File: config.mk
export PLATFORM = sky130hd
export DESIGN_NAME = cond_cmd_ctrl
export DESIGN_NICKNAME = d
export VERILOG_FILES = /design/src/design/cond_cmd_ctrl.v /design/src/design/link_sampler.v
export VERILOG_INCLUDE_DIRS = /design/src /design/src/design
export SDC_FILE = /design/constraint.sdc
export NUM_CORES = 2
export LEC_CHECK = 0
export BUFFER_PORTS_ARGS = -buffer_cell sky130_fd_sc_hd__buf_2
export CAP_MARGIN = 20
export CORE_MARGIN = 2
export CORE_UTILIZATION = 55
export DETAILED_ROUTE_END_ITERATION = 8
export PLACE_DENSITY = 0.71
export SYNTH_ARGS = -nofsm -noshare
export SYNTH_HDL_FRONTEND = slang
export SYNTH_HIERARCHICAL = 1
export SYNTH_SLANG_ARGS = --single-unit
File: constraint.sdc
create_clock -name CLOCK -period 57.5 [get_ports CLOCK]
set_input_delay 11.5 -clock CLOCK [delete_from_list [all_inputs] [get_ports CLOCK]]
set_output_delay 11.5 -clock CLOCK [all_outputs]
set_load 0.05 [all_outputs]
File: src/design/cond_cmd_defs.vh
`ifndef COND_CMD_DEFS_VH
`define COND_CMD_DEFS_VH
// Command codes
`define CMD_COMMAND_MODE 8'ha9
`define CMD_SLEEP_MODE 8'ha8
`define CMD_CYCLIC_MODE 8'hab
`define CMD_WRITE_CRC 8'h39
`define CMD_CHECK_B0 8'hb0
`define CMD_CHECK_B2 8'hb2
`define CMD_DAC_DIAG 8'hd0
`define CMD_ADC_DIAG 8'hd1
`define CMD_NORMAL_OUT 8'hd2
`define CMD_MEM_WRITE_BASE 8'h40
`define CMD_MEM_READ_BASE 8'h00
// Memory word offsets
`define ADDR_CYCLIC_CONFIG 6'h1e
`define ADDR_CHECK_SELECT 6'h21
`define ADDR_CHECKSUM 6'h35
// Cyclic config fields
`define CYC_BRIDGE_EN 0
`define CYC_TEMP_EN 1
`define CYC_CHECK_EN 2
`define CYC_BZERO_EN 3
`define CYC_TZERO_EN 4
// Reset values
`define RESET_WORD 16'h0000
`define CRC_SEED 16'hffff
// Serial frame: 8 command bits and 16 data bits
`define FRAME_BITS 24
`endif

File: src/design/cond_cmd_ctrl.v
`include "cond_cmd_defs.vh"
module cond_cmd_ctrl #(
    parameter CHECK_COUNT = 12,
    parameter MEM_WORDS = 64
) (
    // Clock and reset
    input wire CLOCK,
    input wire RESET,
    input wire CHIP_CLEAR_N,
    // Serial link
    input wire LINK_SCLK,
    input wire LINK_SEL_N,
    input wire LINK_MOSI,
    // Check results from analog monitors
    input wire [CHECK_COUNT-1:0] CHECK_FAULT,
    // Converter data
    input wire [15:0] MEASURED_CODE,
    // Outputs
    output reg [1:0] MODE,
    output reg [15:0] DAC_CODE,
    output reg DAC_FORCED,
    output reg ADC_SELF_TEST,
    output reg [4:0] ADC_PSEUDO_SEL,
    output reg [2:0] SLOT_MEASURE,
    output reg SLOT_STROBE,
    output reg [15:0] CHECK_STATUS,
    output reg MEMORY_ERROR,
    output reg [15:0] READ_DATA
);
    localparam MODE_COMMAND = 2'h0;
    localparam MODE_SLEEP = 2'h1;
    localparam MODE_CYCLIC = 2'h2;
    localparam SLOT_BRIDGE = 3'h0;
    localparam SLOT_TEMP = 3'h1;
    localparam SLOT_BZERO = 3'h2;
    localparam SLOT_TZERO = 3'h3;
    localparam SLOT_CHECK = 3'h4;

    function [15:0] crc_step;
        input [15:0] crc;
        input [15:0] word;
        integer i;
        reg [15:0] c;
        begin
            c = crc ^ word;
            for (i = 0; i < 16; i = i + 1) begin
                if (c[15])
                    c = {c[14:0], 1'b0} ^ 16'h1021;
                else
                    c = {c[14:0], 1'b0};
            end
            crc_step = c;
        end
    endfunction

    // ===================================================
    // Clear pin synchroniser, drives a separate synchronous soft reset
    reg [1:0] clear_sync;
    always @(posedge CLOCK or posedge RESET) begin
        if (RESET)
            clear_sync <= 2'h0;
        else
            clear_sync <= {clear_sync[0], CHIP_CLEAR_N};
    end
    wire soft_reset = !clear_sync[1];

    // ===================================================
    // Frame receiver
    wire frame_valid;
    wire [7:0] frame_cmd;
    wire [15:0] frame_data;
    link_sampler receiver (
        .clock(CLOCK),
        .reset(RESET),
        .sclk_pin(LINK_SCLK),
        .sel_n_pin(LINK_SEL_N),
        .data_pin(LINK_MOSI),
        .frame_valid(frame_valid),
        .frame_cmd(frame_cmd),
        .frame_data(frame_data)
    );

    // ===================================================
    // Memory, CRC walker and command decode
    reg [15:0] mem [0:MEM_WORDS-1];
    reg crc_busy;
    reg [5:0] crc_addr;
    reg [15:0] crc_acc;
    reg crc_checked;
    reg [2:0] slot;
    wire [15:0] cyc = mem[`ADDR_CYCLIC_CONFIG];
    wire [15:0] sel = mem[`ADDR_CHECK_SELECT];
    wire is_write = frame_cmd[7:6] == 2'h1;
    wire is_read = frame_cmd[7:6] == 2'h0 && frame_cmd != `CMD_WRITE_CRC;
    integer k;

    always @(posedge CLOCK or posedge RESET) begin
        if (RESET) begin
            for (k = 0; k < MEM_WORDS; k = k + 1)
                mem[k] <= `RESET_WORD;
        end else if (frame_valid && is_write && !crc_busy) begin
            mem[frame_cmd[5:0]] <= frame_data;
        end else if (crc_busy && crc_checked && crc_addr == `ADDR_CHECKSUM) begin
            // Only a requested CRC write stores; the start-up walk only compares
            mem[`ADDR_CHECKSUM] <= crc_acc;
        end
    end

    always @(posedge CLOCK or posedge RESET) begin
        if (RESET) begin
            crc_busy <= 1'b0;
            crc_addr <= 6'h00;
            crc_acc <= `CRC_SEED;
            crc_checked <= 1'b0;
            MEMORY_ERROR <= 1'b1;
        end else if (soft_reset) begin
            crc_busy <= 1'b0;
            crc_addr <= 6'h00;
            crc_acc <= `CRC_SEED;
            crc_checked <= 1'b0;
        end else if (crc_busy) begin
            if (crc_addr == `ADDR_CHECKSUM) begin
                crc_busy <= 1'b0;
                if (!crc_checked)
                    MEMORY_ERROR <= crc_acc != mem[`ADDR_CHECKSUM];
                crc_checked <= 1'b1;
            end else begin
                crc_acc <= crc_step(crc_acc, mem[crc_addr]);
                crc_addr <= crc_addr + 6'h01;
            end
        end else if (!crc_checked) begin
            crc_busy <= 1'b1;
        end else if (frame_valid && frame_cmd == `CMD_WRITE_CRC) begin
            crc_busy <= 1'b1;
            crc_addr <= 6'h00;
            crc_acc <= `CRC_SEED;
        end
    end

    // ===================================================
    // Mode, diagnostics, checks and read-back
    always @(posedge CLOCK or posedge RESET) begin
        if (RESET) begin
            MODE <= MODE_COMMAND;
            DAC_CODE <= 16'h0000;
            DAC_FORCED <= 1'b0;
            ADC_SELF_TEST <= 1'b0;
            ADC_PSEUDO_SEL <= 5'h00;
            CHECK_STATUS <= 16'h0000;
            READ_DATA <= 16'h0000;
        end else if (soft_reset) begin
            MODE <= MODE_COMMAND;
            DAC_FORCED <= 1'b0;
            ADC_SELF_TEST <= 1'b0;
            CHECK_STATUS <= 16'h0000;
        end else if (frame_valid) begin
            case (frame_cmd)
                `CMD_COMMAND_MODE: MODE <= MODE_COMMAND;
                `CMD_SLEEP_MODE: MODE <= MODE_SLEEP;
                `CMD_CYCLIC_MODE: MODE <= MODE_CYCLIC;
                `CMD_CHECK_B0, `CMD_CHECK_B2: begin
                    CHECK_STATUS <= {{(16-CHECK_COUNT){1'b0}},
                        CHECK_FAULT & sel[CHECK_COUNT-1:0]};
                end
                `CMD_DAC_DIAG: begin
                    DAC_CODE <= frame_data;
                    DAC_FORCED <= 1'b1;
                end
                `CMD_ADC_DIAG: begin
                    ADC_SELF_TEST <= 1'b1;
                    ADC_PSEUDO_SEL <= frame_data[4:0];
                end
                `CMD_NORMAL_OUT: begin
                    DAC_FORCED <= 1'b0;
                    ADC_SELF_TEST <= 1'b0;
                end
                default: begin
                    if (is_read)
                        READ_DATA <= mem[frame_cmd[5:0]];
                end
            endcase
        end else if (!DAC_FORCED) begin
            DAC_CODE <= MEASURED_CODE;
        end
    end

    // ===================================================
    // Cyclic slot scheduler
    function slot_enabled;
        input [2:0] s;
        input [15:0] cfg;
        begin
            case (s)
                SLOT_BRIDGE: slot_enabled = cfg[`CYC_BRIDGE_EN];
                SLOT_TEMP: slot_enabled = cfg[`CYC_TEMP_EN];
                SLOT_BZERO: slot_enabled = cfg[`CYC_BZERO_EN];
                SLOT_TZERO: slot_enabled = cfg[`CYC_TZERO_EN];
                SLOT_CHECK: slot_enabled = cfg[`CYC_CHECK_EN];
                default: slot_enabled = 1'b0;
            endcase
        end
    endfunction

    always @(posedge CLOCK or posedge RESET) begin
        if (RESET) begin
            slot <= SLOT_BRIDGE;
            SLOT_MEASURE <= SLOT_BRIDGE;
            SLOT_STROBE <= 1'b0;
        end else begin
            SLOT_STROBE <= 1'b0;
            if (MODE != MODE_CYCLIC || soft_reset) begin
                slot <= SLOT_BRIDGE;
            end else begin
                slot <= (slot == SLOT_CHECK) ? SLOT_BRIDGE : slot + 3'h1;
                if (slot_enabled(slot, cyc)) begin
                    SLOT_MEASURE <= slot;
                    SLOT_STROBE <= 1'b1;
                end
            end
        end
    end
endmodule

File: src/design/link_sampler.v
`include "cond_cmd_defs.vh"
module link_sampler (
    // Clock and reset
    input wire clock,
    input wire reset,
    // Pins
    input wire sclk_pin,
    input wire sel_n_pin,
    input wire data_pin,
    // Received frame
    output reg frame_valid,
    output reg [7:0] frame_cmd,
    output reg [15:0] frame_data
);
    // ===================================================
    // Synchronisers
    reg [1:0] clk_sync;
    reg [1:0] sel_sync;
    reg [1:0] dat_sync;
    reg clk_last;
    reg sel_last;
    reg [23:0] shift;
    reg [4:0] count;
    always @(posedge clock or posedge reset) begin
        if (reset) begin
            clk_sync <= 2'h0;
            sel_sync <= 2'h3;
            dat_sync <= 2'h0;
            clk_last <= 1'b0;
            sel_last <= 1'b1;
        end else begin
            clk_sync <= {clk_sync[0], sclk_pin};
            sel_sync <= {sel_sync[0], sel_n_pin};
            dat_sync <= {dat_sync[0], data_pin};
            clk_last <= clk_sync[1];
            sel_last <= sel_sync[1];
        end
    end
    // ===================================================
    // Shift on rising link clock, frame ends on select release
    always @(posedge clock or posedge reset) begin
        if (reset) begin
            shift <= 24'h000000;
            count <= 5'h00;
            frame_valid <= 1'b0;
            frame_cmd <= 8'h00;
            frame_data <= 16'h0000;
        end else begin
            frame_valid <= 1'b0;
            if (sel_sync[1]) begin
                count <= 5'h00;
                if (!sel_last && count == 5'd8) begin
                    frame_valid <= 1'b1;
                    frame_cmd <= shift[7:0];
                    frame_data <= 16'h0000;
                end else if (!sel_last && count == 5'd24) begin
                    frame_valid <= 1'b1;
                    frame_cmd <= shift[23:16];
                    frame_data <= shift[15:0];
                end
            end else if (clk_sync[1] && !clk_last && count != 5'd25) begin
                // Count saturates past 24 so that longer frames are refused
                if (count != 5'd24)
                    shift <= {shift[22:0], dat_sync[1]};
                count <= count + 5'h01;
            end
        end
    end
endmodule

==> results.md <==
* Outcome: complete, no violations
* TritonRoute pass-1 iters at 8
* Gr ovfl total at 0
* Mapped cell area at 62000 sq um
* # setup viols final at 0
* Share of layout cells above drive strength 1 at 51.0%
* #FFs+latches synth at 1173
* Syn. warnings at 6
* DPL Wire Length at 114000 um
* Critical path's most frequent cell: buf_4
* Antenna cells at 0
* Period utilization at 24.1%
* Setup TNS at 0 ns
* Initial core utilization at 55.3%
* Tmin final at 13.86 ns
* GRT Overall Usage at 32.4%
* Clock sink total at 1173
* Maximum VDD drop at 0.0225 mV
* Area of the multi-input gates at 30800 sq um
* Class of the worst hold path: reg2reg
* Max-cap violations at 0
* Main synth FF type: dfrtp_1
* Crit end category: asynchronous set/reset pin
* Drt drc at 0
* Critical Path Max Stage Delay at 0.83 ns
* DIE AREA at 115000 sq um
* Vias per cell at 6.92
* Register Area at 29400 sq um
* CP Launch Type: input port
* PwrDens at 26.3 nW/um^2
* Root Driver: clkbuf_16
* Slew margin rel. at 21.6%
* Critical path class: in2async
* DP Worst Slack at 42.79 ns
* Finished Layout Cells at 5648
* Largest net degree at the start of global routing at 187
* Hold Buf Count CTS at 0
* Pint at 1.37 mW
* DIE HEIGHT at 340 um
* Comb pwr share at 6.6%
* IO buf count at 91
* Setup Skew at 0.0259 ns
* RSZ-0062 raised after global routing: false
* Clk network pwr share at 45.9%
* Post-CTS Setup Inserts at 0
* Crit-path cells: buf_2, inv_8, buf_4, buf_4, buf_4
* Slowest CP cell: buf_4
* Fin. Hold Viols at 0
* Area grow syn2layout at 9.62%
* Total power at 1.78 mW
* CTS resizes at 0
* # nets final at 4103
* Final Slew Violations at 0
* Asr flop ratio synth at 100%
* Mapped Avg Cell Area at 15.2 sq um
* Leakage at 31.0 nW
* Sequential area share after synthesis at 47.4%
* First-pass GRT wire length at 273000 um
* WP data required at 58.32 ns
* I/O pin count at 96
* Clock slew seen by the registers of the worst setup and hold paths at 0.06 ns
* Final GP Congestion at 0.923
* CTS tree: built
* Crit Path Max Fanout at 106
* WP buf/inv at 5
* CTS max path bufs at 3
* Vias in the first global route at 39.5k
* Fmax at 72.2 MHz
* Final worst slack at 43.64 ns
* Routed wire length per instance at 32.7 um
* Placed Cells at 5423
* DRT iter0 DRCs at 4366
* Htree depth at 4
* Filler instances at 8383
* WL final at 184000 um
* Post-synth EDFFs at 0
* Pin slew with the least headroom to its limit at 1.17 ns
* Via Count at 39.1k
* Seq pwr share at 47.5%
* Num CTS Buffers at 130
* Net Sw Frac at 23.4%
* Clock Latency Late Sink at 0.74 ns
* Sw power at 0.417 mW
* Initial antenna violation count at 10
* Syn Inst Count at 4088
* Core area at 112000 sq um
* Critical path's top delay family: buffers and inverters
* Antenna-violating nets left at 0
* CP arrival at 14.68 ns
* Die Wd at 340 um
* Rows at 123
* Number of library cell types mapped by synthesis at 83
[power groups by stage]
stage | clock [mW] | combinational (mW) | sequential (mW)
floorplan | 0 | 0.0972 | 0.862
CTS | 0.827 | 0.119 | 0.848
global route | 0.863 | 0.128 | 0.849
detailed placement | 0 | 0.118 | 0.863
global placement | 0 | 0.118 | 0.863
finish | 0.819 | 0.118 | 0.848
[synthesized netlist by cell type, types with 25 or more instances]
| library cell | instances | area, sq um |
|---|---|---|
| dfrtp_1 | 1153 | 28900 |
| mux2_2 | 1090 | 12300 |
| mux4_2 | 522 | 11800 |
| clkbuf_1 | 263 | 987 |
| mux2i_1 | 172 | 1720 |
| nand2_1 | 137 | 514 |
| nor2_1 | 101 | 379 |
| a21oi_1 | 52 | 260 |
| buf_1 | 42 | 158 |
| o22ai_1 | 42 | 263 |
| xnor2_1 | 37 | 324 |
| buf_4 | 35 | 263 |
| o21ai_0 | 34 | 170 |
| nand3_1 | 33 | 165 |
| o221ai_1 | 25 | 219 |
[metrics by stage]
stage / hold WS, ns / cell area (sq um) / utilization (%)
2_1_floorplan: 0.331 / 62000 / -
3_3_place_gp: 0.332 / 63600 / 56.7
3_5_place_dp: 0.341 / 63700 / 56.8
4_1_cts: 0.354 / 67900 / 60.5
5_1_grt: 0.359 / 67900 / 60.6
6_report: 0.350 / 67900 / 60.6
[layout by cell type, fill, tap and decap left out, drive strengths merged, types with 42 or more instances in the layout]
cell type,instances
dfrtp,1153
nor2,101
mux4,543
a21oi,52
o22ai,42
mux2i,172
mux2,1092
clkbuf,197
buf,225
nand2,137
[path summary, 6_finish.rpt]
check                                           to  cells past startpoint                startpoint  slack, ns
setup / recovery              mem[572]$_DFFE_PP0P_                      5                     RESET      43.64
hold / removal             clear_sync[1]$_DFF_PP0_                      0   clear_sync[0]$_DFF_PP0_       0.35
setup reg to reg            crc_acc[5]$_DFFE_PP1P_                     12   crc_addr[1]$_DFFE_PP0P_      51.39
hold reg to reg            clear_sync[1]$_DFF_PP0_                      0   clear_sync[0]$_DFF_PP0_       0.35
max in group CLOCK                    MEMORY_ERROR                      1  MEMORY_ERROR$_DFFE_PP1P_      44.48
min in group asynchronous      mem[26]$_DFFE_PP0P_                      2                     RESET      10.93
[worst register-to-register path, stage by stage (launching register included)]
cell	delay [ns]
dfrtp_4	0.95
buf_4	0.84
buf_4	0.91
mux4_1	0.47
mux4_2	0.47
inv_1	0.16
o21ai_0	0.20
a21oi_1	0.35
xnor2_1	0.30
xor3_1	0.61
xnor3_1	0.44
xor2_1	0.19
a21oi_1	0.16
[state kept, by name, summed over array words and instances (netlist names), 3 cells and up]
register,flops
mem,992
receiver/shift,24
DAC_CODE,16
READ_DATA,16
crc_acc,16
cyc,16
receiver/frame_data,16
sel,16
CHECK_STATUS,12
receiver/frame_cmd,8
crc_addr,6
ADC_PSEUDO_SEL,5
receiver/count,5
SLOT_MEASURE,3
slot,3
[cells by family after synthesis]
logic type	count (synthesis)	share of synthesized area, %
AO/OA/AOI/OAI	258	2.88
XOR/XNOR	61	1.13
adder cells (fa/ha/maj)	10	0.202
buffers and inverters	411	3.13
flip-flops	1173	47.4
multiplexers	1807	42.5
other	1	0.00605
AND/OR/NAND/NOR	367	2.79
[area by class of cell]
class / count / share of cell area, %
Sequential cell: 1173 / 43.3
Clock inverter: 24 / 0.306
Inverter: 22 / 0.136
Multi-Input combinational cell: 2507 / 45.3
Clock buffer: 197 / 5.79
Tap cell: 1500 / 2.76
Timing Repair Buffer: 225 / 2.42
[metal layers]
layer | routed length, um | global-route usage, % | share of wire [%] | vias up
li1 | - | - | - | 15700
met1 | 74300 | 45.6 | 40 | 21000
met2 | 83300 | 47.8 | 45 | 1902
met3 | 18800 | 8.92 | 10 | 410
met4 | 8050 | 13.6 | 4.4 | 14
met5 | 87 | 0 | 0.047 | -
No activity file was read; power rests on OpenSTA's default activity.
